--- config.mk ---
export PLATFORM = sky130hd
export DESIGN_NAME = lt_status_regs
export DESIGN_NICKNAME = d
export VERILOG_FILES = /design/src/pkg/lt_status_pkg.sv /design/src/design/lt_status_regs.sv
export SDC_FILE = /design/constraint.sdc
export NUM_CORES = 1
export LEC_CHECK = 0
export ABC_AREA = 1
export BUFFER_PORTS_ARGS = -buffer_cell sky130_fd_sc_hd__buf_2
export CORE_ASPECT_RATIO = 1.25
export CORE_MARGIN = 8
export CORE_UTILIZATION = 46
export DETAILED_ROUTE_END_ITERATION = 8
export GPL_ROUTABILITY_DRIVEN = 0
export GPL_TIMING_DRIVEN = 0
export PLACE_DENSITY = 0.82
export SYNTH_ARGS = -nofsm -noshare
export SYNTH_HDL_FRONTEND = slang
export SYNTH_SLANG_ARGS = --single-unit
export TNS_END_PERCENT = 5
--- constraint.sdc ---
create_clock -name pclk -period 2.9 [get_ports pclk]
set_input_delay 0.58 -clock pclk [delete_from_list [all_inputs] [get_ports pclk]]
set_output_delay 0.58 -clock pclk [all_outputs]
set_load 0.01 [all_outputs]
--- src/pkg/lt_status_pkg.sv ---
// Package: register map, field layout and carriers for the training status
package lt_status_pkg;

  // Register indices (printed offsets are word indices, not multiples of 4)
  localparam logic [11:0] IDX_STATUS = 12'h4d2;
  localparam logic [11:0] IDX_WINDOW = 12'h4d3;
  localparam logic [13:0] ADDR_STATUS = {IDX_STATUS, 2'b00};
  localparam logic [13:0] ADDR_WINDOW = {IDX_WINDOW, 2'b00};

  // Status bit positions
  localparam int unsigned ST_RX_TRAINED   = 0;
  localparam int unsigned ST_FRAME_LOCK   = 1;
  localparam int unsigned ST_STARTUP      = 2;
  localparam int unsigned ST_FAILURE      = 3;
  localparam int unsigned ST_BER_ERR      = 4;
  localparam int unsigned ST_LOCK_ERR     = 5;
  localparam int unsigned ST_RECEIVE_EQUALIZATION_PHASE_LOSS    = 6;
  localparam int unsigned ST_FINE_ERR     = 7;
  localparam int unsigned ST_WIDTH        = 8;

  // Window field positions
  localparam int unsigned WIN_FRAMES_LSB   = 0;
  localparam int unsigned WIN_K_FRAMES_LSB = 10;
  localparam int unsigned WIN_M_FRAMES_LSB = 20;
  localparam int unsigned WIN_FIELD_W      = 10;

  // Window field reset values per build
  localparam logic [9:0] RST_FRAMES_SIM   = 10'h003;
  localparam logic [9:0] RST_FRAMES_HW    = 10'h000;
  localparam logic [9:0] RST_K_FRAMES_SIM = 10'h000;
  localparam logic [9:0] RST_K_FRAMES_HW  = 10'h00f;
  localparam logic [9:0] RST_M_FRAMES     = 10'h000;

  // Training flags from the training state machine
  typedef struct packed {
    logic fine_err;
    logic receive_equalization_phase_loss;
    logic lock_err;
    logic ber_err;
    logic failure;
    logic startup;
    logic frame_lock;
    logic rx_trained;
  } train_flags_t;

  // Measurement window as used by the stepping logic
  typedef struct packed {
    logic [9:0] m_frames;
    logic [9:0] k_frames;
    logic [9:0] frames;
  } ber_window_t;

endpackage

--- src/design/lt_status_regs.sv ---
// Training status flags and bit-error window register behind an APB slave
//
// Added by the designer: the APB interface to the registers.
`timescale 1ns/1ps

// Contract
// - bit 0 shows receiver trained
// - bit 1 shows frame delineation lock
// - bit 2 shows start-up protocol running
// - bit 3 shows training failure
// - bit 4 shows excessive bit errors
// - bit 5 shows frame lock lost
// - lock loss with initial taps unrecoverable
// - bit 6 shows equalization frame lock loss
// - bit 7 shows fine tuning failure
// - bits 9:0 frames, used when thousands zero
// - bits 19:10 thousands of frames
// - bits 29:20 millions of frames
// - thousands field resets 0xF hardware, 0 sim
// - frames field resets 3 sim, 0 hardware
// - failure status set on wait timer expiry
module lt_status_regs #(
  parameter bit SIM_BUILD = 1'b0
) (
  // Clock and reset
  input  wire logic                       pclk,
  input  wire logic                       presetn,
  // APB slave
  input  wire logic                       psel,
  input  wire logic                       penable,
  input  wire logic                       pwrite,
  input  wire logic [13:0]                paddr,
  input  wire logic [31:0]                pwdata,
  input  wire logic [3:0]                 pstrb,
  output logic      [31:0]                prdata,
  output logic                            pready,
  output logic                            pslverr,
  // Training logic side
  input  wire lt_status_pkg::train_flags_t flags_in,
  input  wire logic                       max_wait_done,
  input  wire logic                       taps_at_init,
  output lt_status_pkg::ber_window_t      window,
  output logic                            window_use_frames,
  output logic                            lock_unrecoverable,
  output lt_status_pkg::train_flags_t     status
);

  // Window field reset values chosen by build type
  localparam logic [9:0] FR_RST =
    SIM_BUILD ? lt_status_pkg::RST_FRAMES_SIM : lt_status_pkg::RST_FRAMES_HW;
  localparam logic [9:0] KF_RST =
    SIM_BUILD ? lt_status_pkg::RST_K_FRAMES_SIM
              : lt_status_pkg::RST_K_FRAMES_HW;

  // Registered state and next values
  lt_status_pkg::train_flags_t status_r, status_nxt;
  lt_status_pkg::ber_window_t  window_r, window_nxt;
  logic [31:0] prdata_r, prdata_nxt;
  logic        pready_r, pready_nxt;
  logic        pslverr_r, pslverr_nxt;
  logic        use_fr_r, use_fr_nxt;
  logic        unrec_r, unrec_nxt;

  // Byte-lane merge for a window write
  function automatic logic [31:0] merge_bytes(input logic [31:0] old_v,
                                              input logic [31:0] new_v,
                                              input logic [3:0]  strb);
    logic [31:0] res;
    res = old_v;
    for (int i = 0; i < 4; i++) begin
      if (strb[i]) begin
        res[i*8 +: 8] = new_v[i*8 +: 8];
      end
    end
    return res;
  endfunction

  // Setup phase of an APB transfer: answer comes in the access phase
  logic setup;
  logic access;
  logic hit_st;
  logic hit_win;
  logic [31:0] win_word;
  logic [31:0] win_merged;
  assign setup      = psel && !penable;
  // Access edge: the only edge at which a write may land
  assign access     = psel && penable && pready_r;
  assign hit_st     = (paddr == lt_status_pkg::ADDR_STATUS);
  assign hit_win    = (paddr == lt_status_pkg::ADDR_WINDOW);
  assign win_word   = {2'b00, window_r};
  assign win_merged = merge_bytes(win_word, pwdata, pstrb);

  // Next-state logic for flags, window and bus answer
  always_comb begin
    status_nxt  = flags_in;
    window_nxt  = window_r;
    prdata_nxt  = prdata_r;
    pready_nxt  = 1'b0;
    pslverr_nxt = 1'b0;
    status_nxt.failure = flags_in.failure || max_wait_done;
    if (setup) begin
      // One wait-free access phase: ready in the cycle after setup
      pready_nxt = 1'b1;
      if (pwrite) begin
        prdata_nxt = 32'h0000_0000;
        if (!hit_win && !hit_st) begin
          pslverr_nxt = 1'b1;
        end
        // writes to the status word change nothing
      end else if (hit_st) begin
        prdata_nxt = {24'h00_0000, status_r};
      end else if (hit_win) begin
        prdata_nxt = win_word;
      end else begin
        // Unmapped address reads zero with an error
        prdata_nxt  = 32'h0000_0000;
        pslverr_nxt = 1'b1;
      end
    end
    // Window write lands when the master samples ready high
    if (access && pwrite && hit_win) begin
      window_nxt = win_merged[29:0];
    end
    // frames count used only when thousands is zero
    use_fr_nxt = (window_nxt.k_frames == 10'h000);
    // lock lost while taps are still initial values
    unrec_nxt = status_nxt.lock_err && taps_at_init;
  end

  // Registers; reset values are constants only
  always_ff @(posedge pclk or negedge presetn) begin
    if (!presetn) begin
      status_r  <= '0;
      window_r  <= {lt_status_pkg::RST_M_FRAMES, KF_RST, FR_RST};
      prdata_r  <= 32'h0000_0000;
      pready_r  <= 1'b0;
      pslverr_r <= 1'b0;
      use_fr_r  <= (KF_RST == 10'h000);
      unrec_r   <= 1'b0;
    end else begin
      status_r  <= status_nxt;
      window_r  <= window_nxt;
      prdata_r  <= prdata_nxt;
      pready_r  <= pready_nxt;
      pslverr_r <= pslverr_nxt;
      use_fr_r  <= use_fr_nxt;
      unrec_r   <= unrec_nxt;
    end
  end

  // Outputs straight from flip-flops
  assign prdata             = prdata_r;
  assign pready             = pready_r;
  assign pslverr            = pslverr_r;
  assign status             = status_r;
  assign window             = window_r;
  assign window_use_frames  = use_fr_r;
  assign lock_unrecoverable = unrec_r;

  // Checks
  a_rx_trained: assert property (@(posedge pclk) disable iff (!presetn)
    status_r.rx_trained == $past(flags_in.rx_trained))
    else $error("rx trained flag wrong");
  a_frame_lock: assert property (@(posedge pclk) disable iff (!presetn)
    status_r.frame_lock == $past(flags_in.frame_lock))
    else $error("frame lock flag wrong");
  a_startup_bit: assert property (@(posedge pclk) disable iff (!presetn)
    $fell(flags_in.startup) |=> !status_r.startup)
    else $error("startup flag not cleared");
  a_fail_timer: assert property (@(posedge pclk) disable iff (!presetn)
    max_wait_done |=> status_r.failure)
    else $error("failure not set on timer expiry");
  a_fail_clear: assert property (@(posedge pclk) disable iff (!presetn)
    !flags_in.failure && !max_wait_done |=> !status_r.failure)
    else $error("failure flag set without cause");
  a_ber_err: assert property (@(posedge pclk) disable iff (!presetn)
    flags_in.ber_err |=> status_r.ber_err)
    else $error("bit error flag missing");
  a_lock_err: assert property (@(posedge pclk) disable iff (!presetn)
    status_r.lock_err == $past(flags_in.lock_err))
    else $error("lock error flag wrong");
  a_unrec_lock: assert property (@(posedge pclk) disable iff (!presetn)
    flags_in.lock_err && taps_at_init |=> lock_unrecoverable)
    else $error("unrecoverable lock not flagged");
  a_receive_equalization_phase_loss: assert property (@(posedge pclk) disable iff (!presetn)
    status_r.receive_equalization_phase_loss == $past(flags_in.receive_equalization_phase_loss))
    else $error("equalization loss flag wrong");
  a_fine_err: assert property (@(posedge pclk) disable iff (!presetn)
    status_r.fine_err == $past(flags_in.fine_err))
    else $error("fine tuning flag wrong");
  a_use_frames: assert property (@(posedge pclk) disable iff (!presetn)
    window_use_frames == (window_r.k_frames == 10'h000))
    else $error("frames select wrong");
  a_win_write: assert property (@(posedge pclk) disable iff (!presetn)
    access && pwrite && hit_win && (pstrb == 4'hf)
      |=> window_r == $past(pwdata[29:0]))
    else $error("window write lost");
  a_read_ready: assert property (@(posedge pclk) disable iff (!presetn)
    setup |=> pready ##1 !pready)
    else $error("ready not one cycle after setup");
  a_status_ro: assert property (@(posedge pclk) disable iff (!presetn)
    setup && pwrite && hit_st |=> !pslverr && $stable(window_r))
    else $error("status write had an effect");

endmodule

==> results.cfg <==
[clocking]
cts_htree_levels = 3
postCtsHoldBufs = 0
numClockSinks = 72
cts.clk_slew.worst_paths_ps = 80
clk_latency_ps = 340
cts_tree = yes
root_buffer = clkbuf_8
clock_path_buffers = 2
cts_buffers = 9
cts.repair.resized = 0
post_cts_buffers = 0

[worst_setup_path]
crit_fanout = 10
slowest_delay_ps = 380
r2r_cells = 8
crit_slowest_cell = nor2_2
worst-setup-path-type = primary input to register
start_kind = primary input
cp-end-kind = register
r2r-start = pready$_DFF_PN0_
worstPathArrival_ps = 1970
required_ps = 3110
rr_endpoint = window[9]$_DFFE_PN0P_
path_common_cell = buf_2
worstPathCellList = buf_2 > nor2_1 > nand2_2 > nor2_2 > nand2_1 > nand3_2 > buf_2 > o21ai_0
r2r_slack_ps = 1330

[power_and_ir_drop]
p_total_mw = 2.11
irDropWorstVdd_v = 0.000386
power.density_nw_per_um2 = 522
p_leak_nw = 2.29

[finish]
area_growth_pct = 34.1
drive_above_1_share_pct = 37.3
final_cell_mix = 135 x buf_2, 91 x nand2_1, 68 x dfrtp_1, 28 x inv_1
nFillCells = 570
multi_input_area_um2 = 1020
register_area_um2 = 1810
layout_commonest_cell = buf_2
diodes = 0
nets = 535

[detailed_routing]
drc_errors = 0
vias = 2707
drtIter0Drc = 116
routed_wirelength_um = 8680
routedWlPerCell_um = 15.4
first_pass_iters = 4
drtAntennaViolNets = 0
viasPerCell = 4.82

[synth]
ys_warn_count = 0
synth_seq_area_share_pct = 59.9
synth.avg_cell_area_um2 = 9.25
synth-seq-cells = 72
synth_area_leader_cell = dfrtp_1
syn_inst = 326
synth_top_area_share_pct = 56.4
syn_area_um2 = 3020
synthTopCellsByArea = dfrtp_1 56%, nand2_1 11%, o21ai_0 4.0%
synthDistinctLibCells = 28

[floorplanning]
die_w_um = 88.4
dieHeight_um = 107
initial_core_util_pct = 46.8
row_count = 33
ios = 139
core_um2 = 6440
die_area_um2 = 9420

[timing]
drv_slew = 0
relSlewSlack_pct = 41.2
setup_viol = 0
fmax_mhz = 568
skew_ps = 9.50
max_slew.worst_pin.slew_ps = 882
min_period_ps = 1760
fin_crit_sh_pct = 60.7
tns_ps = 0
hold_viol = 0
rsz0062_at_grt = no

[grt]
grt_start_max_net_pins = 73
grt_usage_pct = 19.1
grt_pass1_vias = 2785
grt_first_pass_wirelength_um = 13800
antenna_found_initial = 0
grt_overflow = 0

[place]
io_buffers = 132
dpl.hpwl_um = 6630

[run]
cap_violations = 0

[min_path]
min_path_type = primary input to async pin

[status]
status = finished, final reports clean
==> worst max-delay path: cells and delay by family <==
kind                   cells  cell delay, ps
AOI/OAI and AO/OA          1             120
buffers and inverters      2             320
and+or+nand+nor            5             940
==> worst max path at each step <==
stage | from | endpoint | slack [ps]
final | paddr[5] | prdata[18]$_DFFE_PN0P_ | 1140
after global routing | paddr[1] | prdata[18]$_DFFE_PN0P_ | 1000
after CTS | paddr[5] | prdata[18]$_DFFE_PN0P_ | 1130
after detailed placement | paddr[5] | prdata[8]$_DFFE_PN0P_ | 780
after global placement | paddr[5] | prdata[18]$_DFFE_PN0P_ | 850
after floorplan | paddr[5] | prdata[11]$_DFFE_PN0P_ | 1270
==> stage by stage <==
step | setup WS (ps) | cells | hold slack, ps | cell area [um2] | utilization [%]
CTS | 1130 | 562 | 322 | 4050 | 62.8
global placement | 853 | 546 | 462 | 3790 | 58.8
detailed placement | 781 | 546 | 468 | 3790 | 58.9
global route | 1000 | 562 | 319 | 4050 | 62.8
finish | 1140 | 562 | 335 | 4050 | 62.8
floorplan | 1270 | 327 | 284 | 3020 | -
==> registers in the layout, summed over array words and instances, names as in the netlist <==
| signal | count |
|---|---|
| window | 30 |
| lock_unrecoverable | 1 |
| pslverr | 1 |
| status | 8 |
| prdata | 30 |
| pready | 1 |
| window_use_frames | 1 |
==> power by group <==
group | total (mW) | internal (mW) | switching (mW)
Sequential | 1.02 | 1.01 | 0.00394
Combinational | 0.113 | 0.0456 | 0.0675
Clock | 0.985 | 0.617 | 0.368
==> area by class of cell <==
cell class	count	area share, %
clock inverter	5	2.54
sequential	72	44.7
buffer	14	1.89
multi-input combinational	211	25.3
inverter	30	2.81
tap	87	2.69
timing repair buffer	132	16.4
clock buffer	11	3.74
==> synth_stat cells <==
| cell | count |
|---|---|
| nand2_1 | 91 |
| dfrtp_1 | 68 |
| inv_1 | 28 |
| nor2_1 | 24 |
| o21ai_0 | 24 |
| nand3_1 | 19 |
| a21oi_1 | 15 |
| a22o_1 | 8 |
| clkbuf_1 | 6 |
| nand4_1 | 6 |
| o21ai_1 | 6 |
| buf_2 | 4 |
| dfstp_2 | 4 |
| buf_4 | 3 |
| nand2_2 | 3 |
| nor2_2 | 3 |
| nor2_4 | 3 |
| buf_6 | 1 |
| clkinv_2 | 1 |
| conb_1 | 1 |
| inv_2 | 1 |
| mux2_2 | 1 |
| nand2_4 | 1 |
| nand3_2 | 1 |
| nand3_4 | 1 |
| nand3b_1 | 1 |
| nor2_8 | 1 |
| or2_2 | 1 |
==> cells by family after synthesis <==
family / count (synthesis) / synth area share [%]
mux: 1 / 0.373
buf+inv: 44 / 6.31
simple gates: 155 / 23.5
flops: 72 / 59.9
other cells: 1 / 0.124
compound gates: 53 / 9.79
==> per-layer routing <==
metal | share of wire [%] | wire length [um] | up-vias | global-route usage (%)
li1 | - | - | 1328 | -
met1 | 38 | 3300 | 1274 | 21.2
met2 | 53 | 4570 | 96 | 33.2
met3 | 8.2 | 708 | 9 | 5.79
met4 | 1.1 | 98 | 0 | 6.91
met5 | 0 | 0 | - | 0
Power figures use the tool's default switching activity.
